File: src/drive_mode_pkg.sv
package drive_mode_pkg;

  // operating mode codes as held in the input parameter group
  typedef enum logic [3:0] {
    MODE_KEYPAD     = 4'h0,
    MODE_STD_3WIRE  = 4'h1,
    MODE_SPEED15_2W = 4'h2,
    MODE_FANPUMP_2W = 4'h3,
    MODE_FANPUMP_3W = 4'h4,
    MODE_SERIAL     = 4'h5,
    MODE_PROCESS    = 4'h6,
    MODE_ANALOG3_2W = 4'h7,
    MODE_ANALOG3_3W = 4'h8,
    MODE_EPOT_2W    = 4'h9,
    MODE_EPOT_3W    = 4'ha
  } op_mode_e;

  typedef enum logic [1:0] {
    CMD_SRC_POT    = 2'h0,
    CMD_SRC_AIN1   = 2'h1,
    CMD_SRC_AIN2   = 2'h2,
    CMD_SRC_OTHER  = 2'h3
  } cmd_select_e;

  typedef enum logic [2:0] {
    SPD_KEYPAD = 3'h0,
    SPD_AIN1   = 3'h1,
    SPD_CMDSEL = 3'h2,
    SPD_PRESET = 3'h3
  } speed_src_e;

  typedef enum logic [1:0] {
    RUN_IDLE = 2'b00,
    RUN_FWD  = 2'b01,
    RUN_REV  = 2'b10
  } run_state_e;

  // isolated terminal-strip contacts, 1 = closed to input_common
  typedef struct packed {
    logic enable_contact;
    logic forward_run_contact;
    logic reverse_run_contact;
    logic analog_select_contact;
    logic run_source_contact;
    logic speed_source_contact;
    logic preset_one_contact;
    logic preset_two_contact;
    logic external_trip_contact;
  } contacts_s;

  typedef struct packed {
    logic run;
    logic reverse;
    logic output_enable;
    logic fault_reset;
    speed_src_e speed_src;
    logic [3:0] preset_idx;
    logic preset_valid;
  } drive_cmd_s;

  localparam int CONTACT_W = 9;
  localparam int SYNC_STAGES = 2;
  localparam logic [3:0] SPEED15_RESET_CODE = 4'hf;
  localparam logic [3:0] PRESET_ONE_IDX = 4'h0;
  localparam logic [3:0] PRESET_TWO_IDX = 4'h1;
  localparam logic RESET_LOCAL = 1'b1;
  localparam logic RESET_TRIP = 1'b0;
  localparam logic [1:0] RESET_RUN = 2'b00;
  // synchroniser value after reset: trip contact reads closed so reset alone cannot latch a trip
  localparam contacts_s CONTACTS_RESET = 9'h001;

endpackage
File: src/drive_input_mode_logic.sv
`timescale 1ns/100ps
module drive_input_mode_logic
  import drive_mode_pkg::*;
(
  input wire logic sys_clk_i,
  input wire logic rst_b_i,
  input wire contacts_s contacts_i,
  input wire op_mode_e op_mode_i,
  input wire cmd_select_e cmd_select_i,
  input wire logic local_enable_setting_i,
  input wire logic ext_trip_setting_i,
  input wire logic local_key_press_i,
  input wire logic keypad_run_i,
  input wire logic keypad_stop_i,
  input wire logic keypad_reverse_i,
  input wire logic keypad_reset_i,
  input wire logic [3:0] analog_out_i,
  input wire logic [3:0] digital_out_i,
  output drive_cmd_s drive_cmd_o,
  output logic local_active_o,
  output logic ext_trip_fault_o,
  output logic fault_log_pulse_o,
  output logic stop_pulse_o,
  output logic [3:0] analog_out_o,
  output logic [3:0] digital_out_o
);

  // two-flop synchroniser for the isolated contacts
  contacts_s sync1_q, sync1_d;
  contacts_s sync2_q, sync2_d;

  // control state
  logic local_q, local_d;
  logic trip_q, trip_d;
  logic log_q, log_d;
  logic stop_q, stop_d;
  run_state_e run_q, run_d;
  logic term_run_q, term_run_d;
  logic term_spd_q, term_spd_d;
  logic held_q, held_d;
  logic [3:0] aout_q, aout_d;
  logic [3:0] dout_q, dout_d;
  drive_cmd_s cmd_q, cmd_d;

  function automatic speed_src_e terminal_source(input cmd_select_e sel, input logic ain_sel);
    if (sel == CMD_SRC_POT || ain_sel)
    begin
      terminal_source = SPD_AIN1;
    end
    else
    begin
      terminal_source = SPD_CMDSEL;
    end
  endfunction

  function automatic logic [3:0] analog_in_pass(input logic [3:0] v);
    analog_in_pass = v;
  endfunction

  function automatic logic speed15_reset(input logic [3:0] code);
    speed15_reset = (code == SPEED15_RESET_CODE);
  endfunction

  always_comb
  begin
    sync1_d = contacts_i;
    sync2_d = sync1_q;
  end

  always_ff @(posedge sys_clk_i or negedge rst_b_i)
  begin
    if (!rst_b_i)
    begin
      // an open trip contact is only believed once the real pin has passed both flops
      sync1_q <= CONTACTS_RESET;
      sync2_q <= CONTACTS_RESET;
    end
    else
    begin
      sync1_q <= sync1_d;
      sync2_q <= sync2_d;
    end
  end

  logic keypad_mode;
  logic enabled;
  logic trip_now;
  logic run_terminal;
  logic spd_terminal;
  logic [3:0] code15;

  always_comb
  begin
    keypad_mode = (op_mode_i == MODE_KEYPAD);
    // enable contact honoured only when the setting is on; otherwise treated as closed
    enabled = !local_enable_setting_i || sync2_q.enable_contact;
    trip_now = ext_trip_setting_i && !sync2_q.external_trip_contact;
    run_terminal = !keypad_mode && sync2_q.run_source_contact;
    spd_terminal = !keypad_mode && sync2_q.speed_source_contact;
    code15 = {sync2_q.preset_one_contact, sync2_q.speed_source_contact,
              sync2_q.run_source_contact, sync2_q.analog_select_contact};
  end

  // local/remote only toggles in keypad mode; the display follows local_q
  always_comb
  begin
    local_d = local_q;
    if (keypad_mode && local_key_press_i)
    begin
      local_d = !local_q;
    end
  end

  always_ff @(posedge sys_clk_i or negedge rst_b_i)
  begin
    if (!rst_b_i)
    begin
      local_q <= RESET_LOCAL;
    end
    else
    begin
      local_q <= local_d;
    end
  end

  // outputs keep running in every mode, keypad-only included
  always_comb
  begin
    aout_d = analog_in_pass(analog_out_i);
    dout_d = digital_out_i;
  end

  always_ff @(posedge sys_clk_i or negedge rst_b_i)
  begin
    if (!rst_b_i)
    begin
      aout_q <= '0;
      dout_q <= '0;
    end
    else
    begin
      aout_q <= aout_d;
      dout_q <= dout_d;
    end
  end

  // run direction is held from the cycle after a keypad-to-terminal switchover (fan/pump 2W only, until both source contacts open); speed is not held
  always_comb
  begin
    term_run_d = run_terminal;
    term_spd_d = spd_terminal;
    held_d = held_q;
    if ((run_terminal && !term_run_q) || (spd_terminal && !term_spd_q))
    begin
      held_d = 1'b1;
    end
    else if (!run_terminal && !spd_terminal)
    begin
      held_d = 1'b0;
    end
  end

  always_ff @(posedge sys_clk_i or negedge rst_b_i)
  begin
    if (!rst_b_i)
    begin
      term_run_q <= 1'b0;
      term_spd_q <= 1'b0;
      held_q <= 1'b0;
    end
    else
    begin
      term_run_q <= term_run_d;
      term_spd_q <= term_spd_d;
      held_q <= held_d;
    end
  end

  always_comb
  begin
    trip_d = trip_q;
    log_d = 1'b0;
    stop_d = 1'b0;
    run_d = run_q;
    cmd_d = cmd_q;
    cmd_d.fault_reset = 1'b0;
    cmd_d.preset_valid = 1'b0;
    cmd_d.preset_idx = '0;

    // run decision by mode
    if (op_mode_i == MODE_FANPUMP_2W && run_terminal)
    begin
      if (sync2_q.forward_run_contact)
      begin
        run_d = RUN_FWD;
      end
      else if (sync2_q.reverse_run_contact)
      begin
        run_d = RUN_REV;
      end
      else
      begin
        run_d = RUN_IDLE;
      end
      if (held_q && run_q != RUN_IDLE && run_d != RUN_IDLE)
      begin
        run_d = run_q;
      end
    end
    else if (op_mode_i == MODE_SPEED15_2W)
    begin
      if (sync2_q.forward_run_contact)
      begin
        run_d = RUN_FWD;
      end
      else if (sync2_q.reverse_run_contact)
      begin
        run_d = RUN_REV;
      end
      else
      begin
        run_d = RUN_IDLE;
      end
    end
    else
    begin
      if (keypad_stop_i)
      begin
        run_d = RUN_IDLE;
      end
      else if (keypad_run_i)
      begin
        run_d = keypad_reverse_i ? RUN_REV : RUN_FWD;
      end
    end

    // speed source
    if (op_mode_i == MODE_SPEED15_2W)
    begin
      cmd_d.speed_src = SPD_PRESET;
      if (speed15_reset(code15))
      begin
        cmd_d.fault_reset = 1'b1;
      end
      else
      begin
        cmd_d.preset_valid = 1'b1;
        cmd_d.preset_idx = code15;
      end
    end
    else if (op_mode_i == MODE_FANPUMP_2W && !sync2_q.preset_one_contact)
    begin
      cmd_d.speed_src = SPD_PRESET;
      cmd_d.preset_valid = 1'b1;
      cmd_d.preset_idx = PRESET_ONE_IDX;
    end
    else if (op_mode_i == MODE_FANPUMP_2W && !sync2_q.preset_two_contact)
    begin
      cmd_d.speed_src = SPD_PRESET;
      cmd_d.preset_valid = 1'b1;
      cmd_d.preset_idx = PRESET_TWO_IDX;
    end
    else if (spd_terminal)
    begin
      cmd_d.speed_src = terminal_source(cmd_select_i, sync2_q.analog_select_contact);
    end
    else
    begin
      cmd_d.speed_src = SPD_KEYPAD;
    end

    // reset source
    if (run_terminal ? (op_mode_i == MODE_SPEED15_2W && speed15_reset(code15)) : keypad_reset_i)
    begin
      cmd_d.fault_reset = 1'b1;
    end
    if (!run_terminal && keypad_reset_i)
    begin
      cmd_d.fault_reset = 1'b1;
    end

    // trip latches until a fault reset with the contact closed again
    if (trip_now && !trip_q)
    begin
      trip_d = 1'b1;
      log_d = 1'b1;
      stop_d = 1'b1;
    end
    else if (trip_q && cmd_d.fault_reset && !trip_now)
    begin
      trip_d = 1'b0;
    end

    if (trip_d || !enabled)
    begin
      run_d = RUN_IDLE;
      cmd_d.preset_valid = 1'b0;
      cmd_d.speed_src = SPD_KEYPAD;
    end
    cmd_d.run = (run_d != RUN_IDLE);
    cmd_d.reverse = (run_d == RUN_REV);
    cmd_d.output_enable = enabled && !trip_d;
  end

  always_ff @(posedge sys_clk_i or negedge rst_b_i)
  begin
    if (!rst_b_i)
    begin
      trip_q <= RESET_TRIP;
      log_q <= 1'b0;
      stop_q <= 1'b0;
      run_q <= RUN_IDLE;
      cmd_q <= '0;
    end
    else
    begin
      trip_q <= trip_d;
      log_q <= log_d;
      stop_q <= stop_d;
      run_q <= run_d;
      cmd_q <= cmd_d;
    end
  end

  always_comb
  begin
    drive_cmd_o = cmd_q;
    local_active_o = local_q;
    ext_trip_fault_o = trip_q;
    fault_log_pulse_o = log_q;
    stop_pulse_o = stop_q;
    analog_out_o = aout_q;
    digital_out_o = dout_q;
  end

endmodule

File: config.mk
export PLATFORM = sky130hd
export DESIGN_NAME = drive_input_mode_logic
export DESIGN_NICKNAME = d
export VERILOG_FILES = /design/src/drive_mode_pkg.sv /design/src/drive_input_mode_logic.sv
export SDC_FILE = /design/constraint.sdc
export NUM_CORES = 1
export LEC_CHECK = 0
export BUFFER_PORTS_ARGS = -buffer_cell sky130_fd_sc_hd__buf_2
export CORE_ASPECT_RATIO = 1.5
export CORE_MARGIN = 4
export CORE_UTILIZATION = 45
export CTS_CLUSTER_DIAMETER = 200
export DETAILED_ROUTE_END_ITERATION = 10
export GPL_ROUTABILITY_DRIVEN = 1
export PLACE_DENSITY = 0.74
export SYNTH_ARGS = -nofsm -noshare
export SYNTH_HDL_FRONTEND = slang
export SYNTH_SLANG_ARGS = --single-unit
File: constraint.sdc
create_clock -name sys_clk_i -period 3 [get_ports sys_clk_i]
set_input_delay 0.15 -clock sys_clk_i [delete_from_list [all_inputs] [get_ports sys_clk_i]]
set_output_delay 0.15 -clock sys_clk_i [all_outputs]
set_load 0.03 [all_outputs]
== After elaboration in Yosys (flattened, before gate mapping) ==
Cells that the tools add are included.

* Equal/unequal tests: 4
* Reductions and logical operators: 42
* Mux-type cells: 29

{| class="wikitable"
|+ Operators with widths
! kind !! number
|-
| $mux W2 || 12
|-
| $logic_and A1 B1 Y1 || 18
|-
| $mux W8 || 2
|-
| $logic_not A1 Y1 || 14
|-
| $mux W1 || 11
|-
| $mux W3 || 3
|-
| $eq A4 B2 Y1 const B || 2
|-
| $reduce_bool A2 Y1 || 4
|-
| $mux W5 || 1
|-
| $eq A4 B4 Y1 const B || 1
|-
| $logic_not A4 Y1 || 1
|-
| $logic_or A1 B1 Y1 || 4
|-
| $eq A2 B2 Y1 const B || 1
|-
| $logic_not A2 Y1 || 1
|}

* Logic and storage cells: 109
* Register bits after elaboration: 46

== Longest topological paths before layout ==
Gate-level depths: netlist of run 1.

* Depth after elaboration: 13
* Mapped depth: 5
* Gate-level depth less buffers: 4

== Least setup slack after synthesis of run 1 ==
Ideal clock, no wire load.

* Kind: input-to-reg
* From: input op_mode_i[3]
* To: register cmd_q (netlist bit drive_cmd_o[10])
* Slack: 1.610 ns
* Required time: 2.920 ns
* Arrival: 1.311 ns
* Cell stages on the path: 5
* Cells stage by stage: or3b_1 -> clkbuf_1 -> or2_1 -> o32ai_2 -> nor3b_2

{| class="wikitable"
|+ RTL lines
! what !! line !! text
|-
| start: declaration || drive_input_mode_logic.sv:8 || <nowiki>input wire op_mode_e op_mode_i,</nowiki>
|-
| end signal: assignment || drive_input_mode_logic.sv:321 || <nowiki>cmd_q <= cmd_d;</nowiki>
|-
| end: declaration || drive_input_mode_logic.sv:43 || <nowiki>drive_cmd_s cmd_q, cmd_d;</nowiki>
|}

==> results summary, run 1 <==
The cell count after synthesis came out at 109. The site row count is 25. Detailed placement finished with a half-perimeter wire length of 2180 um.

In the routed design, unresolved DRC markers number 0. The number of global-route vias before repair was 1,219. The wire length of the first global-routing pass is 5220 um. The post-synth net total came out at 141. Entering global routing, the biggest net connects 46 pins.

From synthesis to final layout, the design area changed by 35.8%. The number of endpoints failing setup at the final stage came out at 0. The core area is 3220 um2. The detailed-routed wire length on met2 came out at 1780 um.

The clock tree skew after final layout came out at 0.00488 ns. The final worst-path cycle share came out at 0.510. The number of nets at the end of the flow came out at 215.

Dividing the detail-routed wire length by the instance count gives 13.2 um. For this design, the sink count on the clock tree is 45. The maximum VDD drop is 405 uV.

The maximum fanout count along the critical path is 8. The count of input and output buffers came out at 54. The class of the tightest hold or removal check is in -> async. Counting flops with an async set or reset pin after synthesis yields a share of 1.00. The number of synthesized flops with an enable pin came out at 0. dfrtp_1 takes more of the synthesized area than any other cell.

The count of nets left with antenna violations once routing finished came out at 0. The count of pins on the block boundary is 56. The total number of yosys warnings came out at 0. The fraction of layout cells with a size suffix above 1 is 0.380.

The total standard cell area after synthesis came out at 1530 um2. The number of gates given a new drive strength after cts is 0. In this design, the stage delay of the slowest critical-path cell is 0.42 ns. Setup repair after global routing left no endpoint under its margin. The distinct cell type count of the synthesized netlist came out at 37.

The run finished, with violations left. Summed over all cells, the static leakage comes to 1.04 nW. The routed wire length is 2960 um. The H-tree depth is 2. For the final routed database, the setup TNS stands at 0 ns. The number of vias per cell after detailed routing came out at 4.83. The number of buffers between clock root and the deepest sink is 2. The die height came out at 79.5 um. The effective utilization at floorplan came out at 0.476. Clock-pin slew was measured on the worst setup and hold paths at 0.08 ns. The required time of the critical path came out at 3.16 ns.

The number of hold-slack violations in the final timing report is 5. The part of the Yosys area used for sequential elements came out at 0.737. The post-route cell area is 2080 um2. The horizontal die dimension came out at 55.7 um.

The checks that failed: hold timing. The transition at the pin with the smallest max-transition slack is 0.926 ns. The global route total overflow came out at 0.

The cell sitting at the root of the clock tree is a clkbuf_8. By startpoint and endpoint, the worst setup path is classified as reg -> reg. Ranked by total cell area, the synthesized netlist is headed by dfrtp_1 (69%), dfstp_2 (5.1%), a21oi_1 (2.3%). STA classifies the critical path startpoint as a flop. The detailed-routed wire length on met3 came out at 185 um. 0 antenna diodes ended up in the layout.

For this design, the slowest cell found on the critical path is dfrtp_1. The overall via count from detail_route is 1,081. The worst pin sits at a relative slew slack of 0.383. Routability-driven placement finished with a final weighted congestion of 0.768. The die covers 4430 um2. The detailed router finished its first iteration with 28 violations. The signal on the critical path passes through and4_1 -> a22oi_1 -> a21o_1 -> a21oi_1. The most common cell in the synthesized netlist is dfrtp_1.

The post-synthesis register bit count came out at 45. Once placement finished, the instance area stood at 1830 um2. The highest metal layer with signal wires is met4.

In the final routing, the length of wire on met1 measures 943 um. The clock latency of the later-clocked register in the worst-skew pair came out at 0.28 ns. The first TritonRoute pass finished after 4 iterations. The number of antenna violations at the first check in global routing is 0.

The achievable frequency came out at 0.654 GHz. The share of synthesized area in the top cell type comes to 0.685. For this design the ratio of total power to cell area is 564 nW/um2. For this run, the leading register cell type out of synthesis is dfrtp_1.

A synthesized cell averages 14.1 um2. The global routing usage summed across all routing layers is 0.155. In this run, CTS created clock tree buffers numbering 5. STA classifies the critical path endpoint as a flop. After filler insertion, the fill cell instance count of the layout stands at 245. The final worst hold slack came out at -0.00599 ns. Sorting the synthesized cells by how often they occur yields dfrtp_1 (42), a21oi_1 (7), nor2_1 (7). The data arrival time at the worst-slack endpoint is 1.69 ns. Across the run, the number of max-cap violations was 0. The clock period minus final worst setup slack came out at 1.53 ns. The number of pins exceeding their max-slew limit in the final report is 0. TritonCTS built the clock tree.
==> cell usage in the layout, fill, tap and decap left out, drive strengths merged, types with 2 or more instances in the layout <==
| cell | n |
|---|---|
| buf | 54 |
| dfrtp | 42 |
| dlygate4sd3 | 17 |
| a21oi | 7 |
| nor2 | 7 |
| inv | 6 |
| clkbuf | 6 |
| nand2 | 5 |
| or3b | 3 |
| and2 | 3 |
| dfstp | 3 |
| o21ai | 3 |
| nor2b | 2 |
| nand2b | 2 |
| nor3 | 2 |
| clkinv | 2 |
==> flip-flops by register name, summed over array words and instances (netlist names) <==
signal / flops
ext_trip_fault_o: 1
stop_pulse_o: 1
code15: 4
held_q: 1
sync2_q: 5
drive_cmd_o: 11
run_q: 2
term_run_q: 1
local_active_o: 1
sync1_q: 9
analog_out_o: 4
digital_out_o: 4
term_spd_q: 1
==> report_power, final <==
group / internal [mW] / switching (mW)
Combinational: 0.0651 / 0.103
Sequential: 0.650 / 0.0184
Clock: 0.161 / 0.177
Total: 0.877 / 0.299
==> metrics by stage <==
stage	total power, mW	std cells	util	setup slack [ns]
final	1.18	224	0.647	1.47
after CTS	1.20	224	0.647	1.43
after floorplan	0.768	109	-	1.61
after global placement	0.827	199	0.568	1.42
after global routing	1.24	224	0.647	1.36
after detailed placement	0.835	199	0.568	1.35
==> routing by layer <==
metal,vias to the layer above,global-route usage
li1,513,-
met3,6,0.0534
met5,-,0
met1,527,0.146
met4,0,0.0706
met2,35,0.295
==> kinds of logic (layout without fill, tap and decap cells) <==
| logic type | count (synthesis) | in the layout | synth area share |
|---|---|---|---|
| mux | 1 | 1 | 0.00653 |
| flops | 45 | 45 | 0.737 |
| xor+xnor | 1 | 1 | 0.00571 |
| compound gates | 21 | 21 | 0.100 |
| simple gates | 30 | 30 | 0.118 |
| other cells | 1 | 1 | 0.00244 |
| buf+inv | 10 | 85 | 0.0302 |
==> final cells by class <==
| type | instances | area [um2] | area share |
|---|---|---|---|
| flip-flops and latches | 45 | 1130 | 0.542 |
| multi-input cells | 54 | 358 | 0.172 |
| well taps | 40 | 50.0 | 0.0240 |
| clock inverters | 2 | 10.0 | 0.00480 |
| clock buffers | 6 | 72.6 | 0.0348 |
| repair buffers | 71 | 440 | 0.211 |
| inverters | 6 | 22.5 | 0.0108 |
==> path summary, 6_finish.rpt <==
kind                       slack, ns              start  cells past startpoint        endpoint
min in group sys_clk_i          0.10  local_key_press_i                      3  local_active_o
hold reg to reg                 0.34         sync1_q[1]                      0      sync2_q[1]
setup / recovery                1.47          code15[1]                      4  drive_cmd_o[6]
hold / removal                -0.006            rst_b_i                      1  drive_cmd_o[3]
setup reg to reg                1.47          code15[1]                      4  drive_cmd_o[6]
max in group asynchronous       2.42            rst_b_i                      1      sync2_q[8]
==> critical path, delay by kind of cell, from the launching register on <==
kind | cells | cell delay [ns]
DFF | 1 | 0.42
and+or+nand+nor | 1 | 0.25
AOI/OAI and AO/OA | 3 | 0.73
==> timing repair <==
action                                 in CTS  in global routing
endpoints found under the hold margin      17                  0
setup buffers                               0                  0
hold buffers                               17                  0
No activity file was read; power rests on OpenSTA's default activity.
==> inputs of run 2 (changes only) <==
--- a/config.mk
+++ b/config.mk
@@ -8,7 +8,7 @@
 export BUFFER_PORTS_ARGS = -buffer_cell sky130_fd_sc_hd__buf_2
 export CORE_ASPECT_RATIO = 1.5
 export CORE_MARGIN = 4
-export CORE_UTILIZATION = 45
+export CORE_UTILIZATION = 43
 export CTS_CLUSTER_DIAMETER = 200
 export DETAILED_ROUTE_END_ITERATION = 10
 export GPL_ROUTABILITY_DRIVEN = 1
==> constraint.sdc (replaced) <==
create_clock -name sys_clk_i -period 1.3 [get_ports sys_clk_i]
set_input_delay 0.065 -clock sys_clk_i [delete_from_list [all_inputs] [get_ports sys_clk_i]]
set_output_delay 0.065 -clock sys_clk_i [all_outputs]
set_load 0.03 [all_outputs]
==> run 2 against run 1 <==
  * The flow finishes with violations (setup timing)
  * Largest power group unchanged
  * Largest cell class unchanged
  * Register-to-register slack worse by 1.6 ns
  * First-iteration DRC count shrank 43%
  * Count of clock-buffer cells in the layout unchanged
  * Critical endpoint is now drive_cmd_o[10]
  * Critical path depth increased by 1
  * Core utilization grew 3.6 points
  * Clock power increased by 130%
  * Total power grew 140%
  * Worst hold slack improved by 0.13 ns
  * Worst setup slack got worse by 1.6 ns
  * Die area increased by 4.1%
  * Global-route usage up 0.63 points
==> results summary, run 2 (synthesized netlist as in run 1, its figures left out) <==
The source of the critical timing path is sync2_q[7]. The number of instances in the placed design was 217 (+9.0%). The total power per unit cell area is 1210 nW/um2 (+110%). The clock period minus final worst setup slack came out at 1.40 ns (-0.125 ns). The internal power is 2.08 mW (+140%).

The site row count came out at 26 (+4.0%). The total leakage power came out at 1.15 nW (+11%). The achievable frequency was 0.712 GHz (+8.9%).

The maximum VDD drop came out at 916 uV (+130%). The max-slew headroom at the worst pin is 0.646 (+0.263). The CTS clock-pin slew for the worst setup and hold paths is 0.08 ns (about the same). The layer flagged by global routing as most heavily used is met2. Setup repair after global routing could not meet its margin everywhere. The minimum setup slack in the final design came out at -0.104 ns (-1.57 ns).

The global route total overflow is 0 (unchanged). Compared with the post-synthesis result, the final layout area differs by 52.0%. The total cell area at the placement stage came to 1970 um2 (+7.7%). The met3 layer usage reported by global route is 0.0556 (+0.00225). The final reports fail on setup timing. The clock sink count was 45 (unchanged). The routability congestion estimate is 0.767 (about the same).

The post-layout total power is 2.81 mW (+140%). The TritonCTS buffer count was 5 (unchanged). The placement-stage worst setup slack is -0.179 ns (-1.53 ns).

The clock tree skew after final layout came to 0.00695 ns (+0.00207 ns). STA classifies the critical path startpoint as a flop. The end-of-flow core utilization is 0.682 (+0.0358). The number of pins exceeding their max-slew limit in the final report came out at 0 (unchanged). The switching fraction of total power is 0.260 (+0.00551). The post-route cell area came out at 2330 um2 (+12%). The DRC violation count after routing is 0 (unchanged). The number of design-rule violations left by the first detailed-router iteration came out at 16 (-43%).

The number of nets at the end of the flow is 235 (+9.3%). The horizontal die dimension is 56.8 um (+2.0%). The endpoint class of the critical path is a flop. In this run the worst hold path is classified as in -> reg.

The met2 layer usage reported by global route came out at 0.289 (-0.00567). The maximum fanout count along the critical path is 4 (-4). The count of input and output buffers came to 54 (unchanged). The die height came out at 81.2 um (+2.1%). The root buffer cell chosen for the clock tree is clkbuf_8.

The count of pins on the block boundary came out at 56 (unchanged). The wire length of the first global-routing pass was 5640 um (+8.2%). The flip-flop count of the largest register after layout came out at 11 (unchanged).

The area enclosed by the die boundary came out at 4610 um2 (+4.1%). The hold path depth came out at 4. The fraction of met1 tracks used by global routing was 0.172 (+0.0260). TritonCTS built the clock tree. The final worst hold slack is 0.124 ns (+0.130 ns). The number of global-route vias before repair came out at 1,242 (+1.9%). The run finished, with violations left. The global routing usage summed across all routing layers came out at 0.161 (+0.00627). The final worst-path cycle share is 1.08 (+0.570).

The post-layout instance count excluding filler cells came to 246 (+9.8%). The number of hold-slack violations in the final timing report is 0 (-5). The number of cells on the worst reg-to-reg path came out at 5 (+1). The number of endpoints failing setup at the final stage is 6 (+6). The effective utilization at floorplan was 0.449 (-0.0270).

The data arrival time at the worst-slack endpoint is 1.62 ns (-0.07 ns). The core area came to 3420 um2 (+6.0%). Leaving out fill and tap cells, the most frequent cell in the layout is buf_2. The routed wire length came to 3480 um (+18%).

The top cell types in the final layout, fill and taps aside, are buf_2 (54), dfrtp_1 (42), dlygate4sd3_1 (19), buf_4 (14). The number of detailed-route iterations in the first pass is 4 (unchanged). The H-tree depth is 2 (unchanged).

The number of antenna cells inserted came out at 0 (unchanged). The average wire per standard cell is 14.1 um (+7.1%). The number of buffers between clock root and the deepest sink is 2 (unchanged). The post-route antenna net violation count came out at 0 (unchanged). The required time of the critical path came out at 1.51 ns (-1.65 ns). The number of max-cap violations is 0 (unchanged).

The fraction of layout cells with a size suffix above 1 came to 0.475 (+0.0951). The number of antenna violations at the first check in global routing is 0 (unchanged). The sequential group share of total power is 0.549 (-0.020).

The source of the worst register-to-register timing path is sync2_q[7]. The sum of negative setup slack came out at -0.191 ns (-0.191 ns). The reported net switching power came out at 0.730 mW (+140%).

The transition at the pin with the smallest max-transition slack is 0.530 ns (-0.395 ns). The part of the total power dissipated in the clock network is 0.281 (-0.007). The overall via count from detail_route came out at 1,174 (+8.6%).

In this run the critical register-to-register path is captured at drive_cmd_o[10]. The sum of net half-perimeters after detailed placement came out at 2380 um (+9.0%). The fraction of power consumed by combinational cells is 0.171 (+0.028).

The number of fill cells came to 264 (+7.8%). The largest net degree at the start of global routing is 46 (unchanged). The setup slack of the most critical reg-to-reg path came out at -0.10 ns (-1.57 ns).

The clock latency of the later-clocked register in the worst-skew pair came out at 0.29 ns (about the same). The end point of the critical path is drive_cmd_o[10]. The worst setup path is of the reg -> reg kind. The number of vias per cell after detailed routing is 4.77 (-1.1%).
run 2: timing repair:
| action | 4_1_cts | 5_1_grt |
|---|---|---|
| pin swaps | 5 | 5 |
| resized for setup | 3 | 14 |
| hold buffers | 19 | 0 |
| hold endpoints to repair | 63 | 0 |
| setup endpoints to repair | 8 | 9 |
| buffers inserted | 1 | 2 |
run 2: per-layer routing:
| layer | vias to the layer above | share of wire |
|---|---|---|
| met4 | 0 | 0.024 |
| met3 | 11 | 0.079 |
| met5 | - | 0 |
| li1 | 559 | - |
| met1 | 557 | 0.33 |
| met2 | 47 | 0.57 |
run 2: layout make-up:
| class | count | area (um2) | share of cell area |
|---|---|---|---|
| clock buffers | 6 | 72.6 | 0.0311 |
| flip-flops and latches | 45 | 1130 | 0.485 |
| clock inverters | 2 | 10.0 | 0.00429 |
| multi-input cells | 54 | 424 | 0.182 |
| well taps | 42 | 52.6 | 0.0225 |
| repair buffers | 91 | 619 | 0.266 |
| inverters | 6 | 22.5 | 0.00966 |
run 2: how the worst min path moves through the flow:
stage                                   from               end  slack (ns)
after floorplan                      rst_b_i   analog_out_o[0]       -0.23
after global placement               rst_b_i        sync1_q[8]        0.05
after detailed placement             rst_b_i  digital_out_o[3]        0.07
after CTS                 ext_trip_setting_i      stop_pulse_o        0.11
after global routing      ext_trip_setting_i      stop_pulse_o        0.14
final                     ext_trip_setting_i      stop_pulse_o        0.12
run 2: worst max-delay path, cell delays in order, from the launching register on:
cell and delay [ns]:
dfrtp_1 0.42, or3b_1 0.37, a21oi_2 0.15, o22ai_2 0.10, buf_6 0.14, nor3b_2 0.14
run 2: power by group through the flow:
| stage | Sequential [mW] | Clock, mW | Combinational [mW] |
|---|---|---|---|
| floorplan | 1.67 | 0 | 0.106 |
| global placement | 1.56 | 0 | 0.390 |
| detailed placement | 1.57 | 0 | 0.403 |
| CTS | 1.54 | 0.820 | 0.455 |
| global route | 1.55 | 0.878 | 0.520 |
| finish | 1.54 | 0.789 | 0.480 |
